===== config.mk =====
export PLATFORM = sky130hd
export DESIGN_NAME = cecr_rx
export DESIGN_NICKNAME = d
export VERILOG_FILES = /design/src/verilog/cecr_pkg.sv /design/src/verilog/cecr_rx.sv /design/src/verilog/cecr_timebase.sv
export SDC_FILE = /design/constraint.sdc
export NUM_CORES = 1
export LEC_CHECK = 0
export BUFFER_PORTS_ARGS = -buffer_cell sky130_fd_sc_hd__buf_2
export CELL_PAD_IN_SITES_DETAIL_PLACEMENT = 1
export CELL_PAD_IN_SITES_GLOBAL_PLACEMENT = 1
export CORE_AREA = 2 2 214 216
export CTS_CLUSTER_SIZE = 14
export DETAILED_ROUTE_END_ITERATION = 6
export DIE_AREA = 0 0 216 218
export PLACE_DENSITY = 0.47
export SKIP_CTS_REPAIR_TIMING = 1
export SYNTH_ARGS = -nofsm -noshare
export SYNTH_HDL_FRONTEND = slang
export SYNTH_SLANG_ARGS = --single-unit

===== constraint.sdc =====
create_clock -name MCLK_I -period 6.6 [get_ports MCLK_I]
set_clock_uncertainty 0.15 [all_clocks]
set_input_delay 1.32 -clock MCLK_I [delete_from_list [all_inputs] [get_ports MCLK_I]]
set_output_delay 1.32 -clock MCLK_I [all_outputs]
set_load 0.02 [all_outputs]

===== src/verilog/cecr_pkg.sv =====
// cecr_pkg: constants, states and carriers for the single-wire bit receiver.
// Assumes a 250 MHz system clock and a 10 us timer tick made from it.
`default_nettype none
package cecr_pkg;
	// ==========================================
	// clock and tick
	localparam int CLK_NS   = 4;
	localparam int TICK_NS  = 10000;
	localparam int TICK_CYC = TICK_NS / CLK_NS;
	localparam int DIV_W    = 12;
	localparam int T_W      = 11;

	// ==========================================
	// times in microseconds, as given
	localparam int START_TO_US  = 6000;
	localparam int SAMPLE_US    = 1050;
	localparam int BIT_TO_US    = 3600;
	localparam int ACK_GAP_US   = 1500;
	localparam int SFT_US       = 12000;
	localparam int ERR_LOW_US   = 3600;
	// acceptance windows, plain defaults
	localparam int ST_A_MIN_US  = 3500;
	localparam int ST_A_MAX_US  = 3900;
	localparam int ST_B_MIN_US  = 4300;
	localparam int ST_B_MAX_US  = 4700;
	localparam int ONE_MIN_US   = 400;
	localparam int ONE_MAX_US   = 800;
	localparam int ZERO_MIN_US  = 1300;
	localparam int ZERO_MAX_US  = 1700;
	localparam int BIT_B_MIN_US = 2050;
	localparam int BIT_B_MAX_US = 2750;

	// ==========================================
	// same times in ticks: least times round up, longest round down
	localparam logic [T_W-1:0] START_TO  = T_W'(START_TO_US * 1000 / TICK_NS);
	localparam logic [T_W-1:0] SAMPLE_T  = T_W'((SAMPLE_US * 1000 + TICK_NS - 1) / TICK_NS);
	localparam logic [T_W-1:0] BIT_TO    = T_W'(BIT_TO_US * 1000 / TICK_NS);
	localparam logic [T_W-1:0] ACK_GAP_T = T_W'(ACK_GAP_US * 1000 / TICK_NS);
	localparam logic [T_W-1:0] SFT_T     = T_W'((SFT_US * 1000 + TICK_NS - 1) / TICK_NS);
	localparam logic [T_W-1:0] ERR_LOW_T = T_W'((ERR_LOW_US * 1000 + TICK_NS - 1) / TICK_NS);
	localparam logic [T_W-1:0] ST_A_MIN  = T_W'((ST_A_MIN_US * 1000 + TICK_NS - 1) / TICK_NS);
	localparam logic [T_W-1:0] ST_A_MAX  = T_W'(ST_A_MAX_US * 1000 / TICK_NS);
	localparam logic [T_W-1:0] ST_B_MIN  = T_W'((ST_B_MIN_US * 1000 + TICK_NS - 1) / TICK_NS);
	localparam logic [T_W-1:0] ST_B_MAX  = T_W'(ST_B_MAX_US * 1000 / TICK_NS);
	localparam logic [T_W-1:0] ONE_MIN   = T_W'((ONE_MIN_US * 1000 + TICK_NS - 1) / TICK_NS);
	localparam logic [T_W-1:0] ONE_MAX   = T_W'(ONE_MAX_US * 1000 / TICK_NS);
	localparam logic [T_W-1:0] ZERO_MIN  = T_W'((ZERO_MIN_US * 1000 + TICK_NS - 1) / TICK_NS);
	localparam logic [T_W-1:0] ZERO_MAX  = T_W'(ZERO_MAX_US * 1000 / TICK_NS);
	localparam logic [T_W-1:0] BIT_B_MIN = T_W'((BIT_B_MIN_US * 1000 + TICK_NS - 1) / TICK_NS);
	localparam logic [T_W-1:0] BIT_B_MAX = T_W'(BIT_B_MAX_US * 1000 / TICK_NS);

	// ==========================================
	// byte framing and ring buffer
	localparam logic [3:0] EOM_BIT  = 4'h8;
	localparam int         RB_AW    = 4;
	localparam int         RB_DEPTH = 16;

	typedef enum logic [3:0] {
		ST_IDLE, ST_START_LOW, ST_START_HIGH, ST_BIT_SAMPLE, ST_BIT_WAIT,
		ST_ACK_HOLD, ST_ACK_GAP, ST_ERR_LOW, ST_SFT
	} cecr_state_t;

	typedef struct packed {
		logic [7:0] data;
		logic       eom;
	} cecr_entry_t;

	typedef struct packed {
		logic start_tm;
		logic data_tm;
		logic handling;
		logic overflow;
	} cecr_err_t;
endpackage
`default_nettype wire


===== src/verilog/cecr_rx.sv =====
// cecr_rx: receive bit engine of a single-wire open-drain control link.
// Assumes an external pull-up on the line and a reader draining the ring buffer.
// Operation
// - a start bit's falling edge arms a 6.0 ms timeout that ends in error handling if no edge follows.
// - the timer is saved at the start bit's rise as period A and at the next fall as period B and both are checked.
// - a start period A or B outside its window sets the start-bit timing error.
// - each data bit's fall arms 1.05 ms, at whose end a high line is a one and a low line a zero.
// - after sampling, a 3.6 ms timer bounds the wait for the edge ending the bit.
// - a data bit's low period A outside its windows sets the data-bit timing error.
// - a data period B below the minimum sets the handling error and drives the line low.
// - a data period B otherwise out of window sets the data-bit timing error.
// - when acknowledging, the line is pulled low from the ack fall for 1.05 ms, then released.
// - when not acknowledging, nothing is driven and only the 1.05 ms timer runs.
// - after the ack timer, if the frame goes on, 1.5 ms is armed while awaiting the next fall.
// - after the last ack, the signal-free time is timed before the line counts as idle.
// - received bytes go in order into a ring buffer with separate read and write pointers.
`timescale 1ns/100ps
`default_nettype none
module cecr_rx
#(
	// clocks per 10 us tick; only a bench should change it
	parameter int TICK_CYC = cecr_pkg::TICK_CYC
)
(
	// clock and reset
	input  wire logic MCLK_I,
	input  wire logic RESETN_I,
	// open-drain line
	input  wire logic CEC_LINE_I,
	output logic      CEC_LINE_O,
	output logic      CEC_LINE_OE_O,
	// control
	input  wire logic ACK_EN_I,
	input  wire logic ERR_CLR_I,
	// ring buffer read side
	input  wire logic RB_RD_I,
	output logic [7:0] RB_DATA_O,
	output logic      RB_EOM_O,
	output logic      RB_NONEMPTY_O,
	// status
	output logic      LINE_IDLE_O,
	output logic      START_BIT_TIMING_ERROR_O,
	output logic      DATA_BIT_TIMING_ERROR_O,
	output logic      RECEIVE_HANDLING_ERROR_O,
	output logic      RB_OVERFLOW_O
);
	localparam int T_W = cecr_pkg::T_W;
	localparam int AW  = cecr_pkg::RB_AW;

	typedef struct packed {
		cecr_pkg::cecr_state_t                               state;
		logic [T_W-1:0]                                      tmr;
		logic [T_W-1:0]                                      elapsed;
		logic [3:0]                                          bit_cnt;
		logic [7:0]                                          shreg;
		logic                                                eom;
		logic                                                oe;
		logic                                                idle;
		cecr_pkg::cecr_entry_t [cecr_pkg::RB_DEPTH-1:0]      mem;
		logic [AW:0]                                         wr_ptr;
		logic [AW:0]                                         rd_ptr;
		cecr_pkg::cecr_entry_t                               rd_data;
		logic                                                nonempty;
		cecr_pkg::cecr_err_t                                 err;
	} cecr_rx_t;

	cecr_rx_t   s_reg;
	cecr_rx_t   s_next;
	logic [1:0] rst_sync_reg;
	logic       rst_n;
	logic       line;
	logic       fall;
	logic       rise;
	logic       tick;

	// window test used by the start periods and the data low period; data period B is compared directly
	function automatic logic in_win(input logic [T_W-1:0] v, input logic [T_W-1:0] lo, input logic [T_W-1:0] hi);
		in_win = (v >= lo) && (v <= hi);
	endfunction

	// ==========================================
	// reset release through two flops
	always_ff @(posedge MCLK_I or negedge RESETN_I)
	begin
		if (!RESETN_I)
			rst_sync_reg <= 2'h0;
		else
			rst_sync_reg <= {rst_sync_reg[0], 1'b1};
	end
	assign rst_n = rst_sync_reg[1];

	// ==========================================
	// synchronised line, edges and tick
	cecr_timebase
	#(
		.TICK_CYC (TICK_CYC)
	)
	u_timebase
	(
		.clk_i   (MCLK_I),
		.rst_n_i (rst_n),
		.line_i  (CEC_LINE_I),
		.line_o  (line),
		.fall_o  (fall),
		.rise_o  (rise),
		.tick_o  (tick)
	);

	// ==========================================
	// bit engine, ring buffer and status
	always_comb
	begin
		logic tmr_hit;
		logic [AW:0] wr_nx;
		tmr_hit = 1'b0;
		wr_nx   = '0;
		s_next  = s_reg;
		// elapsed ticks since the last counted fall, saturating
		if (tick && (s_reg.elapsed != {T_W{1'b1}}))
			s_next.elapsed = s_reg.elapsed + T_W'(1);
		// one-shot timer, expires on the tick that takes it to zero
		if (tick && (s_reg.tmr != '0))
		begin
			s_next.tmr = s_reg.tmr - T_W'(1);
			tmr_hit    = (s_reg.tmr == T_W'(1));
		end
		// software clear first, so a same-cycle set wins
		if (ERR_CLR_I)
			s_next.err = '0;

		case (s_reg.state)
			cecr_pkg::ST_IDLE, cecr_pkg::ST_SFT:
			begin
				// a fall ends the free time at once; frames are never missed
				if (fall)
				begin
					s_next.state   = cecr_pkg::ST_START_LOW;
					s_next.tmr     = cecr_pkg::START_TO;
					s_next.elapsed = '0;
				end
				else if ((s_reg.state == cecr_pkg::ST_SFT) && tmr_hit)
					s_next.state = cecr_pkg::ST_IDLE;
			end
			cecr_pkg::ST_START_LOW, cecr_pkg::ST_START_HIGH:
			begin
				if (rise && (s_reg.state == cecr_pkg::ST_START_LOW))
				begin
					s_next.state = cecr_pkg::ST_START_HIGH;
					s_next.tmr   = cecr_pkg::START_TO;
					if (!in_win(s_reg.elapsed, cecr_pkg::ST_A_MIN, cecr_pkg::ST_A_MAX))
					begin
						s_next.err.start_tm = 1'b1;
						s_next.state        = cecr_pkg::ST_IDLE;
						s_next.tmr          = '0;
					end
				end
				else if (fall && (s_reg.state == cecr_pkg::ST_START_HIGH))
				begin
					s_next.elapsed = '0;
					if (!in_win(s_reg.elapsed, cecr_pkg::ST_B_MIN, cecr_pkg::ST_B_MAX))
					begin
						s_next.err.start_tm = 1'b1;
						s_next.state        = cecr_pkg::ST_START_LOW;
						s_next.tmr          = cecr_pkg::START_TO;
					end
					else
					begin
						s_next.state   = cecr_pkg::ST_BIT_SAMPLE;
						s_next.tmr     = cecr_pkg::SAMPLE_T;
						s_next.bit_cnt = '0;
					end
				end
				else if (tmr_hit)
				begin
					s_next.err.handling = 1'b1;
					s_next.state        = cecr_pkg::ST_IDLE;
				end
			end
			cecr_pkg::ST_BIT_SAMPLE, cecr_pkg::ST_BIT_WAIT:
			begin
				if (rise)
				begin
					if (!in_win(s_reg.elapsed, cecr_pkg::ONE_MIN, cecr_pkg::ONE_MAX) &&
						!in_win(s_reg.elapsed, cecr_pkg::ZERO_MIN, cecr_pkg::ZERO_MAX))
						s_next.err.data_tm = 1'b1;
				end
				if (fall && ((s_reg.state == cecr_pkg::ST_BIT_SAMPLE) || (s_reg.elapsed < cecr_pkg::BIT_B_MIN)))
				begin
					// too short, notify by pulling low
					s_next.err.handling = 1'b1;
					s_next.state        = cecr_pkg::ST_ERR_LOW;
					s_next.tmr          = cecr_pkg::ERR_LOW_T;
					s_next.oe           = 1'b1;
				end
				else if (fall)
				begin
					if (s_reg.elapsed > cecr_pkg::BIT_B_MAX)
						s_next.err.data_tm = 1'b1;
					s_next.elapsed = '0;
					if (s_reg.bit_cnt == cecr_pkg::EOM_BIT)
					begin
						// store byte and eom in order
						wr_nx = s_reg.wr_ptr + (AW + 1)'(1);
						if (wr_nx == {~s_reg.rd_ptr[AW], s_reg.rd_ptr[AW-1:0]} + (AW + 1)'(1))
							s_next.err.overflow = 1'b1;
						else
						begin
							s_next.mem[s_reg.wr_ptr[AW-1:0]] = '{data: s_reg.shreg, eom: s_reg.eom};
							s_next.wr_ptr                    = wr_nx;
						end
						s_next.state = cecr_pkg::ST_ACK_HOLD;
						s_next.tmr   = cecr_pkg::SAMPLE_T;
						s_next.oe    = ACK_EN_I;
					end
					else
					begin
						s_next.state   = cecr_pkg::ST_BIT_SAMPLE;
						s_next.tmr     = cecr_pkg::SAMPLE_T;
						s_next.bit_cnt = s_reg.bit_cnt + 4'h1;
					end
				end
				else if (tmr_hit && (s_reg.state == cecr_pkg::ST_BIT_SAMPLE))
				begin
					if (s_reg.bit_cnt == cecr_pkg::EOM_BIT)
						s_next.eom = line;
					else
						s_next.shreg = {s_reg.shreg[6:0], line};
					s_next.state = cecr_pkg::ST_BIT_WAIT;
					s_next.tmr   = cecr_pkg::BIT_TO;
				end
				else if (tmr_hit)
				begin
					s_next.err.data_tm = 1'b1;
					s_next.state       = cecr_pkg::ST_SFT;
					s_next.tmr         = cecr_pkg::SFT_T;
				end
			end
			cecr_pkg::ST_ACK_HOLD:
			begin
				// own release makes a rise here, so edges are ignored
				if (tmr_hit)
				begin
					s_next.oe = 1'b0;
					if (s_reg.eom)
					begin
						s_next.state = cecr_pkg::ST_SFT;
						s_next.tmr   = cecr_pkg::SFT_T;
					end
					else
					begin
						s_next.state = cecr_pkg::ST_ACK_GAP;
						s_next.tmr   = cecr_pkg::ACK_GAP_T;
					end
				end
			end
			cecr_pkg::ST_ACK_GAP:
			begin
				if (fall)
				begin
					s_next.state   = cecr_pkg::ST_BIT_SAMPLE;
					s_next.tmr     = cecr_pkg::SAMPLE_T;
					s_next.bit_cnt = '0;
					s_next.elapsed = '0;
				end
				else if (tmr_hit)
				begin
					s_next.state = cecr_pkg::ST_SFT;
					s_next.tmr   = cecr_pkg::SFT_T;
				end
			end
			cecr_pkg::ST_ERR_LOW:
			begin
				if (tmr_hit)
				begin
					s_next.oe    = 1'b0;
					s_next.state = cecr_pkg::ST_SFT;
					s_next.tmr   = cecr_pkg::SFT_T;
				end
			end
			default:
			begin
				s_next.state = cecr_pkg::ST_IDLE;
				s_next.oe    = 1'b0;
			end
		endcase

		if (RB_RD_I && s_reg.nonempty)
		begin
			s_next.rd_data = s_reg.mem[s_reg.rd_ptr[AW-1:0]];
			s_next.rd_ptr  = s_reg.rd_ptr + (AW + 1)'(1);
		end
		s_next.nonempty = (s_next.wr_ptr != s_next.rd_ptr);
		s_next.idle     = (s_next.state == cecr_pkg::ST_IDLE);
	end

	// all state in one register
	always_ff @(posedge MCLK_I or negedge rst_n)
	begin
		if (!rst_n)
		begin
			s_reg       <= '0;
			s_reg.state <= cecr_pkg::ST_IDLE;
			s_reg.idle  <= 1'b1;
		end
		else
			s_reg <= s_next;
	end

	// ==========================================
	// outputs; line data is always low, only the enable toggles
	assign CEC_LINE_O               = 1'b0;
	assign CEC_LINE_OE_O            = s_reg.oe;
	assign RB_DATA_O                = s_reg.rd_data.data;
	assign RB_EOM_O                 = s_reg.rd_data.eom;
	assign RB_NONEMPTY_O            = s_reg.nonempty;
	assign LINE_IDLE_O              = s_reg.idle;
	assign START_BIT_TIMING_ERROR_O = s_reg.err.start_tm;
	assign DATA_BIT_TIMING_ERROR_O  = s_reg.err.data_tm;
	assign RECEIVE_HANDLING_ERROR_O = s_reg.err.handling;
	assign RB_OVERFLOW_O            = s_reg.err.overflow;
endmodule // cecr_rx
`default_nettype wire


===== src/verilog/cecr_timebase.sv =====
// cecr_timebase: line synchroniser, edge detect and 10 us tick divider.
// Assumes the line pin is asynchronous and the reset is already synchronised.
`timescale 1ns/100ps
`default_nettype none
module cecr_timebase
#(
	// clocks per timer tick; a bench may shorten it to keep runs brief
	parameter int TICK_CYC = cecr_pkg::TICK_CYC
)
(
	// clock and reset
	input  wire logic clk_i,
	input  wire logic rst_n_i,
	// raw line
	input  wire logic line_i,
	// conditioned outputs
	output logic      line_o,
	output logic      fall_o,
	output logic      rise_o,
	output logic      tick_o
);
	typedef struct packed {
		logic                       meta;
		logic                       sync;
		logic                       prev;
		logic [cecr_pkg::DIV_W-1:0] div;
		logic                       tick;
	} cecr_tb_t;

	cecr_tb_t s_reg;
	cecr_tb_t s_next;

	// ==========================================
	// next state; edges look only at the second and third stages
	always_comb
	begin
		s_next      = s_reg;
		s_next.meta = line_i;
		s_next.sync = s_reg.meta;
		s_next.prev = s_reg.sync;
		s_next.tick = (s_reg.div == cecr_pkg::DIV_W'(TICK_CYC - 1));
		if (s_next.tick)
			s_next.div = '0;
		else
			s_next.div = s_reg.div + cecr_pkg::DIV_W'(1);
	end

	// idle line is high, so reset to high avoids a false fall
	always_ff @(posedge clk_i or negedge rst_n_i)
	begin
		if (!rst_n_i)
			s_reg <= '{meta: 1'b1, sync: 1'b1, prev: 1'b1, div: '0, tick: 1'b0};
		else
			s_reg <= s_next;
	end

	assign line_o = s_reg.sync;
	assign fall_o = s_reg.prev & ~s_reg.sync;
	assign rise_o = ~s_reg.prev & s_reg.sync;
	assign tick_o = s_reg.tick;
endmodule // cecr_timebase
`default_nettype wire


==> impl_metrics.csv <==
group,metric,value,unit
finish,postLayoutCellArea,13040,um^2
synthesis,synth_cell_types,74,
timing,setup_viol,0,
synthesis,yosysTopAreaCellShare,48.56,%
synthesis,ys_seq_elements,227,
synthesis,syn_area,11490,um^2
placed_design,portBuffers,21,
synthesis,async_flop_share,100.0,%
clocking,ctsLongestPathBuffers,3,
global_route,grt_overflow,0,
timing,setup_tns,0,ns
worst_setup_path,endpoint_kind,"register",
timing,worst_slack,2.797,ns
worst_setup_path,r2r_slack,2.80,ns
power_and_ir_drop,power_leakage,5.859,nW
timing,tightest_slew,0.9743,ns
power_and_ir_drop,power_density,270.9,nW/um^2
clocking,cts_root_buffer,"clkbuf_16",
finish,layout-drive-gt1-share,32.32,%
synthesis,synthTopCellsByArea,"dfrtp_1 49%, mux2_2 14%, mux4_2 8.8%",
worst_setup_path,cp.arrival,4.09,ns
floorplanning,start_util,25.60,%
clocking,insertion_delay,0.55,ns
timing,slew_headroom,35.05,%
clocking,clock-sinks,227,
routing,first_pass_iters,4,
synthesis,synth_edf_count,0,
synthesis,ys_seq_area_share,49.48,%
routing,wire_per_inst,19.61,um
synthesis,syn-mean-instance-area,12.80,um^2
synthesis,yosys-top-cells-count,"223 x dfrtp_1, 140 x mux2_2, 52 x nor2_1, 45 x mux4_2, 37 x o21ai_0",
power_and_ir_drop,vdd_drop_max,0.0001724,V
clocking,htree_levels,1,
job,maxCapViolations,0,
finish,fillers,4887,
floorplanning,rows,78,
timing,drv_slew,0,
synthesis,synth_nets,916,
clocking,cts.clk_slew.worst_paths,0.06,ns
floorplanning,die_w,216,um
floorplanning,dieArea,47090,um^2
finish,largest_reg_flops,193,
synthesis,synthCells,898,
routing,detail-route-antenna-nets,0,
worst_setup_path,cp-start-kind,"register",
timing,rsz0062_at_grt,"no",
placed_design,detailed_place.area,12110,um^2
global_route,antenna_found_initial,0,
timing,fmax,0.2630,GHz
worst_setup_path,critPathKind,"register to register",
finish,nets,915,
global_route,grt_max_degree,69,
routing,wirelength,29.79,mm
floorplanning,die-height,218,um
worst_hold_path,worstHoldPathType,"register to register",
status,run_status,"complete, no violations",
timing,min_period_over_period,57.62,%
clocking,cts_buffers,29,
timing,fin_crit,3.803,ns
finish,fin_util,29.04,%
global_route,grt_pass1_vias,7912,
synthesis,yosysWarnings,0,
synthesis,synth_most_common_cell,"dfrtp_1",
global_route,grt_pass1_wl,48.48,mm
placed_design,dp_slack,2.687,ns
clocking,cts_tree,"yes",
placed_design,dp_hpwl,20.07,mm
synthesis,yosys.area.top_type,"dfrtp_1",
synthesis,synth_ff_type,"dfrtp_1",
global_route,grt_usage,13.18,%
placed_design,finalWeightedCongestion,0.7762,
floorplanning,boundaryPins,23,
worst_setup_path,path_max_fanout,22,
worst_setup_path,cp.required,6.88,ns
floorplanning,core,44890,um^2
power_and_ir_drop,power,0.003532,W
routing,drt-initial-drc-count,359,
routing,num_vias,7183,
timing,hold_viol,0,
finish,area_growth,13.45,%
finish,antenna_cells,0,
routing,drc,0,
routing,viasPerCell,4.729,
[routing by layer]
metal / vias to the layer above / part of all wire, % / global-route usage, %
met3: 41 / 3.4 / 2.566
met5: - / 0 / 0
li1: 3266 / - / -
met1: 3784 / 46 / 17.51
met2: 92 / 48 / 22.21
met4: 0 / 2.1 / 2.968
[stage by stage]
stage,instances,hold slack [ns]
4_1_cts,1519,0.2042
6_report,1519,0.1999
2_1_floorplan,898,0.1811
3_3_place_gp,1466,0.1862
3_5_place_dp,1466,0.1895
5_1_grt,1519,0.2150
[report_power, final]
group / internal [W] / total (W) / switching (W)
logic: 0.000215 / 0.000491 / 0.000276
clock network: 0.000913 / 0.00153 / 0.000617
registers: 0.00142 / 0.00151 / 0.0000878
[worst max-delay path, stage by stage (launching register included)]
cell and delay [ns]:
dfrtp_1 0.70, or3b_1 0.48, a21oi_4 0.32, o2111a_1 0.38, nor2b_4 0.80, nand3_2 0.42
mux2_1 0.42
[cell usage in the layout (no fill, tap or decap), types with 7 or more instances in the layout]
cell type  instances
dfrtp_1          220
mux2_2           140
nor2_1            52
mux4_2            45
o21ai_0           37
xnor2_1           34
nand2_1           31
a21oi_1           30
clkbuf_16         29
mux2_1            22
buf_2             21
inv_1             19
nand3_1           19
xor2_1            16
nor3_1            12
ha_1              12
nor2b_1           10
nand2b_1          10
and3_1            10
nand3_4           10
nor4_1             8
buf_4              8
clkinv_2           7
[area by class of cell]
class / count / area, um^2 / share of cell area (%)
Clock buffer: 41 / 830.8 / 6.373
Tap cell: 600 / 750.7 / 5.759
Inverter: 19 / 71.32 / 0.5471
Timing Repair Buffer: 29 / 165.2 / 1.267
Clock inverter: 12 / 98.84 / 0.7582
Sequential cell: 227 / 5692 / 43.66
Multi-Input combinational cell: 591 / 5428 / 41.64
[cell families after synthesis]
group                      after synthesis  synth area share (%)
AOI/OAI and AO/OA                      116                 6.479
xor gates and xnor gates                52                 4.203
adders and majority gates               12                 1.307
buffers and inverters                   80                 3.354
DFF                                    227                 49.48
muxes                                  208                 24.78
other                                    2               0.06536
and+or+nand+nor                        201                 10.33
[worst paths after layout]
| kind | startpoint | endpoint | cells after the start |
|---|---|---|---|
| setup / recovery | s_reg[207] | s_reg[150] | 6 |
| hold / removal | rst_sync_reg[0] | rst_sync_reg[1] | 0 |
| hold reg to reg | rst_sync_reg[0] | rst_sync_reg[1] | 0 |
| min in group asynchronous | rst_sync_reg[1] | u_timebase.s_reg[11] | 0 |
| max in group asynchronous | rst_sync_reg[1] | s_reg[15] | 1 |
| setup reg to reg | s_reg[207] | s_reg[150] | 6 |
(Power assumes the default switching activity.)
